===== src/core/rscl_map.vh =====
// How it works
// - Range strap pins sampled at full-reset release fix the working mode.
// - Range straps 00 select software mode; other patterns select hardware mode and range.
// - In software mode later range strap changes are ignored.
// - Mode stays fixed until the next full reset; host must fully reset to change.
// - Hardware mode refuses all register accesses; settings come from pins only.
// - Software mode takes interface and reference from straps, all else via registers.
// - Reference select pin sampled at full-reset release decides internal reference.
// - Later reference select changes ignored until the next full reset.
// - Captured reference select of one enables the internal reference.
// - Captured zero disables internal reference; host supplies external reference.
// - Interface type select sampled at full-reset release fixes interface type.
// - Captured interface select of zero enables the parallel interface.
// - Captured interface select of one selects the serial interface.
// - With serial chosen, single-output select picks one-wire or two-wire serial.
// - Interface and single-output selects ignored afterwards until next full reset.
// - Software mode enables every function but unified range; one-wire and two-wire only with serial.
// - Hardware mode disables per-channel, full sequencer, diagnostics, registers; one range.
// - Range code 00 defers to register, 01 2.5 V, 10 5 V, 11 10 V.
// - Reset pin low at least 1.2 us is a full reset recapturing straps.
// - Reset pin low 40 ns to 500 ns is a partial reset, no recapture.
`ifndef RSCL_MAP_VH
`define RSCL_MAP_VH

// Register byte offsets
`define RSCL_OFS_STATUS   4'h0
`define RSCL_OFS_RANGE    4'h4
`define RSCL_OFS_FEAT     4'h8

// Status register fields
`define RSCL_ST_VALID     0
`define RSCL_ST_SWMODE    1
`define RSCL_ST_RNG_LO    2
`define RSCL_ST_RNG_HI    3
`define RSCL_ST_INTREF    4
`define RSCL_ST_SERIAL    5
`define RSCL_ST_ONEWIRE   6
`define RSCL_ST_INRST     7

// Feature register fields
`define RSCL_FT_PERCHAN   0
`define RSCL_FT_UNIFIED   1
`define RSCL_FT_SEQ       2
`define RSCL_FT_FULLSEQ   3
`define RSCL_FT_BURST     4
`define RSCL_FT_OSMP      5
`define RSCL_FT_DIAG      6
`define RSCL_FT_1WIRE     7
`define RSCL_FT_2WIRE     8
`define RSCL_FT_REGACC    9

// Reset values
`define RSCL_RANGE_RST    32'h0000_0000
`define RSCL_RNG_RST      2'h3

// Range strap codes
`define RSCL_RNG_SW       2'h0
`define RSCL_RNG_2V5      2'h1
`define RSCL_RNG_5V       2'h2
`define RSCL_RNG_10V      2'h3

// Avalon responses
`define RSCL_RSP_OK       2'h0
`define RSCL_RSP_ERR      2'h2

// Timing, in ns, and clock rate
`define RSCL_CLK_MHZ      50
`define RSCL_FULL_NS      1200
`define RSCL_PART_MIN_NS  40
`define RSCL_PART_MAX_NS  500

`endif


===== src/core/rscl_sync.v =====
`timescale 1ns/1ps
// Two-stage synchroniser for a bundle of pin levels
module rscl_sync #(
  parameter W = 1
) (
  // Clock and reset
  input  wire         clk_sys,
  input  wire         sys_rst,
  // Asynchronous levels in
  input  wire [W-1:0] async_in,
  // Synchronised levels out
  output wire [W-1:0] sync_out
);

  reg [W-1:0] meta_r;
  reg [W-1:0] stab_r;

  // First stage feeds only the second stage
  always @(posedge clk_sys) begin
    if (sys_rst) begin
      meta_r <= {W{1'b0}};
      stab_r <= {W{1'b0}};
    end else begin
      meta_r <= async_in;
      stab_r <= meta_r;
    end
  end

  assign sync_out = stab_r;

endmodule // rscl_sync


===== src/core/rscl_top.v =====
// Design decisions made here: the register offsets and the Avalon-MM register port.
`timescale 1ns/1ps
`include "rscl_map.vh"
// Strap capture at full-reset release, feature gating and register slave
module rscl_top #(
  parameter CNT_W = 8
) (
  // Clock and reset
  input  wire        clk_sys,
  input  wire        sys_rst,
  // Device reset pin, active low
  input  wire        rst_pin_n,
  // Strap pins
  input  wire [1:0]  range_strap_pins,
  input  wire        reference_source_select,
  input  wire        interface_type_select,
  input  wire        serial_single_output_select,
  // Avalon-MM slave
  input  wire [3:0]  avs_address,
  input  wire        avs_read,
  input  wire        avs_write,
  input  wire [31:0] avs_writedata,
  output reg  [31:0] avs_readdata,
  output reg  [1:0]  avs_response,
  output reg         avs_waitrequest,
  // Captured configuration
  output reg         config_valid_r,
  output reg         sw_mode_r,
  output reg  [1:0]  range_code_r,
  output reg         int_ref_en_r,
  output reg         serial_if_r,
  output reg         serial_one_wire_r,
  output reg  [31:0] chan_range_r,
  // Reset events, one-cycle pulses
  output reg         full_reset_pulse_r,
  output reg         partial_reset_pulse_r,
  // Feature enables
  output reg         feat_per_chan_r,
  output reg         feat_unified_r,
  output reg         feat_seq_r,
  output reg         feat_full_seq_r,
  output reg         feat_burst_r,
  output reg         feat_oversample_r,
  output reg         feat_diag_r,
  output reg         feat_one_wire_r,
  output reg         feat_two_wire_r,
  output reg         feat_reg_access_r
);

  // Least times round up, longest times round down
  function integer cyc_ceil;
    input integer ns;
    begin
      cyc_ceil = (ns * `RSCL_CLK_MHZ + 999) / 1000;
      if (cyc_ceil < 1) begin
        cyc_ceil = 1;
      end
    end
  endfunction

  function integer cyc_floor;
    input integer ns;
    begin
      cyc_floor = (ns * `RSCL_CLK_MHZ) / 1000;
      if (cyc_floor < 1) begin
        cyc_floor = 1;
      end
    end
  endfunction

  localparam integer FULL_CYC_I  = cyc_ceil(`RSCL_FULL_NS);
  localparam integer PMIN_CYC_I  = cyc_ceil(`RSCL_PART_MIN_NS);
  localparam integer PMAX_CYC_I  = cyc_floor(`RSCL_PART_MAX_NS);
  localparam [CNT_W-1:0] FULL_CYC = FULL_CYC_I[CNT_W-1:0];
  localparam [CNT_W-1:0] PMIN_CYC = PMIN_CYC_I[CNT_W-1:0];
  localparam [CNT_W-1:0] PMAX_CYC = PMAX_CYC_I[CNT_W-1:0];
  localparam [CNT_W-1:0] CNT_MAX  = {CNT_W{1'b1}};

  // Bus handshake states
  localparam [1:0] BS_IDLE = 2'b01;
  localparam [1:0] BS_ACK  = 2'b10;

  // Synchronised pins
  wire [5:0] pins_s;
  wire       rst_s;
  wire [1:0] rng_s;
  wire       ref_s;
  wire       ifc_s;
  wire       one_s;

  // Pin enters inverted so a cleared synchroniser reads as released, not as a short pulse
  rscl_sync #(
    .W (6)
  ) u_sync (
    .clk_sys  (clk_sys),
    .sys_rst  (sys_rst),
    .async_in ({~rst_pin_n, range_strap_pins, reference_source_select,
                interface_type_select, serial_single_output_select}),
    .sync_out (pins_s)
  );

  assign rst_s = ~pins_s[5];
  assign rng_s = pins_s[4:3];
  assign ref_s = pins_s[2];
  assign ifc_s = pins_s[1];
  assign one_s = pins_s[0];

  // Pulse-length measurement
  reg             rst_prev_r;
  reg [CNT_W-1:0] low_cnt_r;
  wire            rise_w;
  wire            full_rel_w;
  wire            part_rel_w;

  assign rise_w     = rst_s & ~rst_prev_r;
  // Counter saturates, so very long resets still classify as full
  assign full_rel_w = rise_w & (low_cnt_r >= FULL_CYC);
  // A pulse between the partial and full windows is treated as neither
  assign part_rel_w = rise_w & (low_cnt_r >= PMIN_CYC) & (low_cnt_r <= PMAX_CYC);

  // Count synchronised low time of the reset pin
  always @(posedge clk_sys) begin
    if (sys_rst) begin
      rst_prev_r <= 1'b1;
      low_cnt_r  <= {CNT_W{1'b0}};
    end else begin
      rst_prev_r <= rst_s;
      if (rst_s) begin
        low_cnt_r <= {CNT_W{1'b0}};
      end else if (low_cnt_r != CNT_MAX) begin
        low_cnt_r <= low_cnt_r + 1'b1;
      end
    end
  end

  // Reset event pulses
  always @(posedge clk_sys) begin
    if (sys_rst) begin
      full_reset_pulse_r    <= 1'b0;
      partial_reset_pulse_r <= 1'b0;
    end else begin
      full_reset_pulse_r    <= full_rel_w;
      partial_reset_pulse_r <= part_rel_w;
    end
  end

  // Strap latches load only in the full-release cycle
  always @(posedge clk_sys) begin
    if (sys_rst) begin
      config_valid_r    <= 1'b0;
      sw_mode_r         <= 1'b0;
      int_ref_en_r      <= 1'b0;
      serial_if_r       <= 1'b0;
      serial_one_wire_r <= 1'b0;
    end else if (full_rel_w) begin
      config_valid_r    <= 1'b1;
      sw_mode_r         <= (rng_s == `RSCL_RNG_SW);
      int_ref_en_r      <= ref_s;
      serial_if_r       <= ifc_s;
      serial_one_wire_r <= ifc_s & one_s;
    end
    // Otherwise hold: later pin changes do nothing until a full reset
  end

  // Range code: fixed to register control in software mode, live pins in hardware mode, reset value 11 until capture
  always @(posedge clk_sys) begin
    if (sys_rst) begin
      range_code_r <= `RSCL_RNG_RST;
    end else if (full_rel_w) begin
      range_code_r <= rng_s;
    end else if (config_valid_r && !sw_mode_r && rng_s != `RSCL_RNG_SW) begin
      // Straps going to 00 in hardware mode cannot switch mode, so keep last range
      range_code_r <= rng_s;
    end
    // Software mode ignores the range straps
  end

  // Feature matrix per captured mode and interface
  always @(posedge clk_sys) begin
    if (sys_rst) begin
      feat_per_chan_r   <= 1'b0;
      feat_unified_r    <= 1'b0;
      feat_seq_r        <= 1'b0;
      feat_full_seq_r   <= 1'b0;
      feat_burst_r      <= 1'b0;
      feat_oversample_r <= 1'b0;
      feat_diag_r       <= 1'b0;
      feat_one_wire_r   <= 1'b0;
      feat_two_wire_r   <= 1'b0;
      feat_reg_access_r <= 1'b0;
    end else begin
      feat_per_chan_r   <= config_valid_r & sw_mode_r;
      feat_unified_r    <= config_valid_r & ~sw_mode_r;
      feat_seq_r        <= config_valid_r;
      feat_full_seq_r   <= config_valid_r & sw_mode_r;
      feat_burst_r      <= config_valid_r;
      feat_oversample_r <= config_valid_r & (sw_mode_r | serial_if_r);
      feat_diag_r       <= config_valid_r & sw_mode_r;
      feat_one_wire_r   <= config_valid_r & serial_if_r;
      feat_two_wire_r   <= config_valid_r & serial_if_r;
      feat_reg_access_r <= config_valid_r & sw_mode_r;
    end
  end

  // Bus slave
  reg  [1:0]  bus_st_r;
  reg  [31:0] range_reg_r;
  wire        req_w;
  wire        allow_w;
  wire        hit_st_w;
  wire        hit_rng_w;
  wire        hit_ft_w;
  reg  [31:0] rd_nxt;
  reg  [1:0]  rsp_nxt;
  wire [31:0] status_w;
  wire [31:0] feat_w;

  assign req_w   = avs_read | avs_write;
  // Register access only once software mode has been captured
  assign allow_w = config_valid_r & sw_mode_r;

  assign hit_st_w  = (avs_address == `RSCL_OFS_STATUS);
  assign hit_rng_w = (avs_address == `RSCL_OFS_RANGE);
  assign hit_ft_w  = (avs_address == `RSCL_OFS_FEAT);

  assign status_w = {24'h00_0000, ~rst_s, serial_one_wire_r, serial_if_r,
                     int_ref_en_r, range_code_r, sw_mode_r, config_valid_r};

  assign feat_w = {22'h00_0000, feat_reg_access_r, feat_two_wire_r,
                   feat_one_wire_r, feat_diag_r, feat_oversample_r,
                   feat_burst_r, feat_full_seq_r, feat_seq_r,
                   feat_unified_r, feat_per_chan_r};

  // Read decode and response
  always @* begin
    rd_nxt  = 32'h0000_0000;
    rsp_nxt = `RSCL_RSP_OK;
    if (!allow_w) begin
      rsp_nxt = `RSCL_RSP_ERR;
    end else if (hit_st_w) begin
      rd_nxt = status_w;
      if (avs_write) begin
        rsp_nxt = `RSCL_RSP_ERR;
      end
    end else if (hit_rng_w) begin
      rd_nxt = range_reg_r;
    end else if (hit_ft_w) begin
      rd_nxt = feat_w;
      if (avs_write) begin
        rsp_nxt = `RSCL_RSP_ERR;
      end
    end else begin
      rsp_nxt = `RSCL_RSP_ERR;
    end
    if (avs_write) begin
      rd_nxt = 32'h0000_0000;
    end
  end

  // One wait state: answer comes one cycle after the request is seen
  always @(posedge clk_sys) begin
    if (sys_rst) begin
      bus_st_r        <= BS_IDLE;
      avs_waitrequest <= 1'b1;
      avs_readdata    <= 32'h0000_0000;
      avs_response    <= `RSCL_RSP_OK;
    end else begin
      case (bus_st_r)
        BS_IDLE: begin
          if (req_w) begin
            bus_st_r        <= BS_ACK;
            avs_waitrequest <= 1'b0;
            avs_readdata    <= rd_nxt;
            avs_response    <= rsp_nxt;
          end
        end
        BS_ACK: begin
          bus_st_r        <= BS_IDLE;
          avs_waitrequest <= 1'b1;
          avs_readdata    <= 32'h0000_0000;
          avs_response    <= `RSCL_RSP_OK;
        end
        default: begin
          bus_st_r        <= BS_IDLE;
          avs_waitrequest <= 1'b1;
        end
      endcase
    end
  end

  // Range register: cleared by full reset, untouched by partial reset;
  // a write lands at the ack edge, where the master sees waitrequest low
  always @(posedge clk_sys) begin
    if (sys_rst) begin
      range_reg_r <= `RSCL_RANGE_RST;
    end else if (full_rel_w) begin
      range_reg_r <= `RSCL_RANGE_RST;
    end else if (bus_st_r == BS_ACK && avs_write && hit_rng_w && allow_w) begin
      range_reg_r <= avs_writedata;
    end
  end

  // Per-channel ranges: register in software mode, one strap range in hardware mode, cleared until capture
  always @(posedge clk_sys) begin
    if (sys_rst) begin
      chan_range_r <= `RSCL_RANGE_RST;
    end else if (!config_valid_r) begin
      chan_range_r <= `RSCL_RANGE_RST;
    end else if (sw_mode_r) begin
      chan_range_r <= range_reg_r;
    end else begin
      chan_range_r <= {16{range_code_r}};
    end
  end

endmodule // rscl_top

===== config.mk =====
export PLATFORM = sky130hd
export DESIGN_NAME = rscl_top
export DESIGN_NICKNAME = d
export VERILOG_FILES = /design/src/core/rscl_sync.v /design/src/core/rscl_top.v
export VERILOG_INCLUDE_DIRS = /design/src /design/src/core
export SDC_FILE = /design/constraint.sdc
export NUM_CORES = 1
export LEC_CHECK = 0
export BUFFER_PORTS_ARGS = -buffer_cell sky130_fd_sc_hd__clkbuf_2
export CAP_MARGIN = 5
export CORE_ASPECT_RATIO = 1.1
export CORE_MARGIN = 2
export CORE_UTILIZATION = 35
export DETAILED_ROUTE_END_ITERATION = 6
export PLACE_DENSITY = 0.57
export SKIP_LAST_GASP = 1
export SYNTH_ARGS = -nofsm -noshare
export SYNTH_HDL_FRONTEND = slang
export SYNTH_SLANG_ARGS = --single-unit

===== constraint.sdc =====
create_clock -name clk_sys -period 1.56 [get_ports clk_sys]
set_input_delay 0.234 -clock clk_sys [delete_from_list [all_inputs] [get_ports clk_sys]]
set_output_delay 0.234 -clock clk_sys [all_outputs]
set_load 0.005 [all_outputs]

Word-level counts from Yosys, hierarchy flattened
Cells that the tools add are included.

Bits in registers: 136. Latch bits: 0. Bits in writable memories: 0. Bits in read-only memories: 0. Bits of input ports: 46. Logic and storage cells: 83. Memories kept: 0.

$add $sub $neg: 1. Multiply operators: 0. Divide/modulo/power cells: 0. Magnitude comparators: 3. Equality and inequality tests: 6. Shifts and indexed selects: 0. Mux-type cells: 17. Bitwise gates (word level): 17. Reduce and logical (&&, ||, !) cells: 16.

Operator list (count): 2-to-1 mux 32 bit (6); one-hot mux 32 bit (2 select lines) (1); 2-to-1 mux 2 bit (8); 2-to-1 mux 10 bit (1); bitwise AND 1 bit (9); adder 8 x 1 -> 8 bit, second input constant (1); greater-or-equal comparator 8 x 2 -> 1 bit, second input constant (1); greater-or-equal comparator 8 x 6 -> 1 bit, second input constant (1); <= comparator 8 x 5 -> 1 bit, second input constant (1); inequality test 8 bit, second input constant (1); OR reduction 2 bit (4); inverter 1 bit (6); nonzero test 2 bit (3); logical AND 1 bit (5); == test 4 x 3 -> 1 bit, second input constant (1); == test 4 bit, second input constant (1); logical NOT 4 bit (1); one-hot mux 2 bit (2 select lines) (1); == test 2 x 1 -> 1 bit, second input constant (1); == test 2 bit, second input constant (1); logical NOT 2 bit (1); inequality test 2 bit, second input constant (1); OR 1 bit (2); AND reduction 2 bit (1); logical NOT 1 bit (1).

Longest topological paths before layout
Word-level depth: 8. Depth in mapped cells: 7. Depth with buffers taken out: 5.

By module
A second synthesis with hierarchy kept.

Cell total of the unflattened synthesis: 494. Area total of the unflattened synthesis: 4787.1 sq um.

Modules (own cells, without submodules): rscl_top (instances 1, cells each 469, area an instance 4420.5 sq um); rscl_sync (instances 1, cells each 25, area an instance 366.6 sq um).

Worst setup path before layout
No wires, ideal clock.

Path kind: flip-flop to flip-flop. Start point: reg low_cnt_r[0]. End point: reg low_cnt_r[5]. Library setup time: 118 ps. Data arrival time: 1351 ps. Data required time: 1442 ps. Slack: 91 ps. Stages on the path, launching flop included: 7. Clock period less this slack: 1469 ps. Cell sequence: dfxtp_1 > ha_1 > and3_1 > buf_2 > a311oi_1 > xnor2_1 > nor2_1.

Word-level cells in the longest chain between the ends: 1. Elaborated cells between the ends (all ways): 2.

RTL lines: from (decl) (RTL line rscl_top.v:110) `reg [CNT_W-1:0] low_cnt_r;`; from (signal assigned) (RTL line rscl_top.v:125) `low_cnt_r <= {CNT_W{1'b0}};`; from (signal assigned) (RTL line rscl_top.v:129) `low_cnt_r <= {CNT_W{1'b0}};`; from (signal assigned) (RTL line rscl_top.v:131) `low_cnt_r <= low_cnt_r + 1'b1;`; adder 8 x 1 -> 8 bit or inequality test 8 bit (tied branches) (RTL line rscl_top.v:131, rscl_top.v:130).

Several ways; a longest one is shown, not always the timed one. A chain may end at the register's enable or synchronous reset.

Final worst setup path
Start point: reg bus_st_r[1]. End point: reg range_reg_r[7].

Word-level cells in the longest chain between the ends: 4.

RTL lines: from (decl) (RTL line rscl_top.v:206) `reg [1:0] bus_st_r;`; from (signal assigned) (RTL line rscl_top.v:263) `bus_st_r <= BS_IDLE;`; from (signal assigned) (RTL line rscl_top.v:271) `bus_st_r <= BS_ACK;`; from (signal assigned) (RTL line rscl_top.v:278) `bus_st_r <= BS_IDLE;`; == test 2 bit (RTL line rscl_top.v:298) `end else if (bus_st_r == BS_ACK && avs_write && hit_rng_w && allow_w) begin`; logical AND 1 bit (3 in series) (RTL line rscl_top.v:298); to (signal assigned) (RTL line rscl_top.v:295) `` range_reg_r <= `RSCL_RANGE_RST; ``; to (signal assigned) (RTL line rscl_top.v:297) `` range_reg_r <= `RSCL_RANGE_RST; ``; to (signal assigned) (RTL line rscl_top.v:299) `range_reg_r <= avs_writedata;`; to (decl) (RTL line rscl_top.v:207) `reg [31:0] range_reg_r;`.

No other way between the ends.

==> results.yml <==
floorplanning:
  die_width_microns: 116
  row_count: 45
  initial_utilization_pct: 35.5
  core_sq_um: 13700
  io_pins: 132
  fp.dieH_microns: 128
  die-area_sq_um: 14800
clock_tree:
  htreeDepth: 4
  clk_pin_slew_ns: 0.06
  clk_latency_ns: 0.42
  clock_path_buffers: 2
  cts_buffers: 17
  tritoncts: "built"
  cts.sinks: 134
  clockRootBuffer: "clkbuf_16"
synth:
  synth_cell_type_count: 48
  syn_area_per_cell_sq_um: 9.92
  ys_top_cells_by_area: "dfxtp_1 55%, a21oi_2 5.6%, nand2_1 5.4%, a21o_1 4.9%, a22oi_1 3.7%"
  ys_seq_elements: 134
  synth_top_cell_area_share_pct: 55.2
  yosysMostFrequentCell: "dfxtp_1"
  yosys-top-cells-count: "134 x dfxtp_1, 70 x nand2_1, 37 x nor2_1"
  ys_seq_area_share_pct: 55.2
  async_reset_ff_share_pct: 0
  synth_edf_count: 0
  syn_nets: 540
  ys_warn_count: 0
  synthCells: 490
  synth_flop_cell: "dfxtp_1"
  syn_area_sq_um: 4860
  yosysTopAreaCell: "dfxtp_1"
sta:
  setup_viol: 0
  fin_crit_sh_pct: 94.4
  post-route-min-period_ns: 1.47
  tns_ns: 0
  rsz0062_at_grt: "no"
  fin_skew_ns: 0.00842
  hold_violations: 0
  slew_viol_final: 0
  hold_ws_ns: 0.0251
  fmax_ghz: 0.679
global_routing:
  grtUsageTotal_pct: 17.5
  grt_pass1_wl_microns: 19800
  grt_antenna_before_repair: 0
  grt_max_degree: 33
  overflow: 0
  grt_pass1_vias: 3866
worst_setup_path:
  crit_family: "simple AND/OR/NAND/NOR gates"
  crit_slowest_cell: "dfxtp_1"
  cp-start-kind: "flop"
  worst-path-buf-inv: 1
  required_ns: 1.91
  cp_max_fo: 32
  cp-end-kind: "flop"
  cp_slowest_stage_delay_ns: 0.35
  path_class: "flop to flop"
  worstPathCellList: "nor2b_1, and4_1, buf_12, nand2_1, a21oi_2"
  worstPathArrival_ns: 1.82
layout:
  nets: 676
  fin_area_sq_um: 6300
  finalNonFillerCells: 826
  n_antenna_cell: 0
  area_growth_pct: 29.7
  final_layout_size_suffix_gt1_share_pct: 36.1
  final_util_pct: 46.1
  fillers: 1323
routing:
  drtIter0Drc: 227
  wl_per_cell_microns: 15.2
  drtAntennaViolNets: 0
  firstDrtPassIters: 4
  wirelength_microns: 12600
  drc_errors: 0
  viasPerCell: 4.80
  vias: 3964
power:
  power_density_nw_per_um2: 1150
  power_frac_comb_pct: 4.0
  swShare_pct: 21.8
  p_int_uw: 5660
  pwr-share-clk_pct: 48.2
  power_leakage_uw: 0.00285
  vdd_ir_drop_max_uv: 748
  pwr-share-seq_pct: 47.8
  power_switching_uw: 1580
placement:
  dp_hpwl_microns: 8800
  dpl_cell_area_sq_um: 5750
  port_buffers: 130
  place_inst: 794
  routabilityCongestion: 0.779
flow_run:
  maxCapViolCount: 0
status:
  status: "completed"
hold_path:
  holdCritPathClass: "input pin to flop"
==> layout make-up <==
cell class	count	area, sq um	share of cell area (%)
Multi-Input combinational cell	302	1900	30.1
Tap cell	188	235	3.73
Clock buffer	23	468	7.42
Inverter	11	41.3	0.655
Clock inverter	8	52.6	0.833
Timing Repair Buffer	160	928	14.7
Sequential cell	134	2680	42.6
==> state kept, by name (all words and copies together), names as in the netlist, 2 cells and up <==
name / flops
avs_readdata: 32
u_sync.meta_r: 6
bus_st_r: 2
u_sync.sync_out: 6
chan_range_r: 32
range_code_r: 2
low_cnt_r: 8
range_reg_r: 32
==> power groups by stage <==
stage | registers (uW) | logic, uW | clock network [uW]
after global routing | 3460 | 309 | 3740
after global placement | 3530 | 281 | 0
final | 3460 | 287 | 3490
after floorplan | 3530 | 141 | 0
after detailed placement | 3530 | 286 | 0
after CTS | 3460 | 288 | 3580
==> repair_timing <==
item                                    in CTS  in global routing
gates resized for setup                      1                  5
buffers inserted                             0                  0
endpoints found under the setup margin       1                 46
endpoints found under the hold margin        1                  0
hold buffers                                 1                  0
==> path summary, 6_finish.rpt <==
check / startpoint / to / slack (ns) / cells past startpoint
setup reg to reg: bus_st_r[1]$_SDFFE_PP0P_ / range_reg_r[7]$_SDFFE_PP0P_ / 0.09 / 5
hold reg to reg: u_sync.meta_r[5]$_SDFF_PP0_ / u_sync.sync_out[5]$_SDFF_PP0_ / 0.44 / 1
hold / removal: range_strap_pins[0] / u_sync.meta_r[3]$_SDFF_PP0_ / 0.03 / 2
setup / recovery: bus_st_r[1]$_SDFFE_PP0P_ / range_reg_r[7]$_SDFFE_PP0P_ / 0.09 / 5
==> stage by stage <==
| stage | worst slack (ns) | power [uW] |
|---|---|---|
| after floorplan | 0.0908 | 3670 |
| final | 0.0880 | 7240 |
| after detailed placement | -0.0140 | 3820 |
| after global routing | 0.00422 | 7510 |
| after CTS | 0.0167 | 7330 |
| after global placement | 0.0353 | 3810 |
==> metal layers <==
metal / part of all wire, % / vias to the layer above / track usage [%]
li1: - / 1942 / -
met1: 44 / 1850 / 22.1
met2: 47 / 154 / 27.7
met3: 8.0 / 18 / 5.55
met4: 1.6 / 0 / 7.21
met5: 0 / - / 0
==> cell families (layout without fill, tap and decap cells) <==
kind of cell | after synthesis | count (layout) | share of synthesized area [%]
AO/OA/AOI/OAI | 130 | 130 | 20.6
flip-flops | 134 | 134 | 55.2
other | 1 | 1 | 0.0771
AND/OR/NAND/NOR | 164 | 164 | 16.1
buffers and inverters | 54 | 202 | 6.38
adder cells (fa/ha/maj) | 4 | 4 | 1.03
XOR/XNOR | 2 | 2 | 0.360
multiplexers | 1 | 1 | 0.206
==> placed cells by master, fill, tap and decap left out, types with 5 or more instances in the layout <==
cell / count
a21o_1: 32
a21oi_1: 11
a21oi_2: 30
a22o_1: 5
a22oi_1: 24
a31oi_1: 6
buf_4: 25
clkbuf_16: 17
clkbuf_2: 130
dfxtp_1: 133
inv_1: 11
nand2_1: 70
nand2b_1: 6
nor2_1: 36
nor2b_1: 17
(Power assumes the default switching activity.)
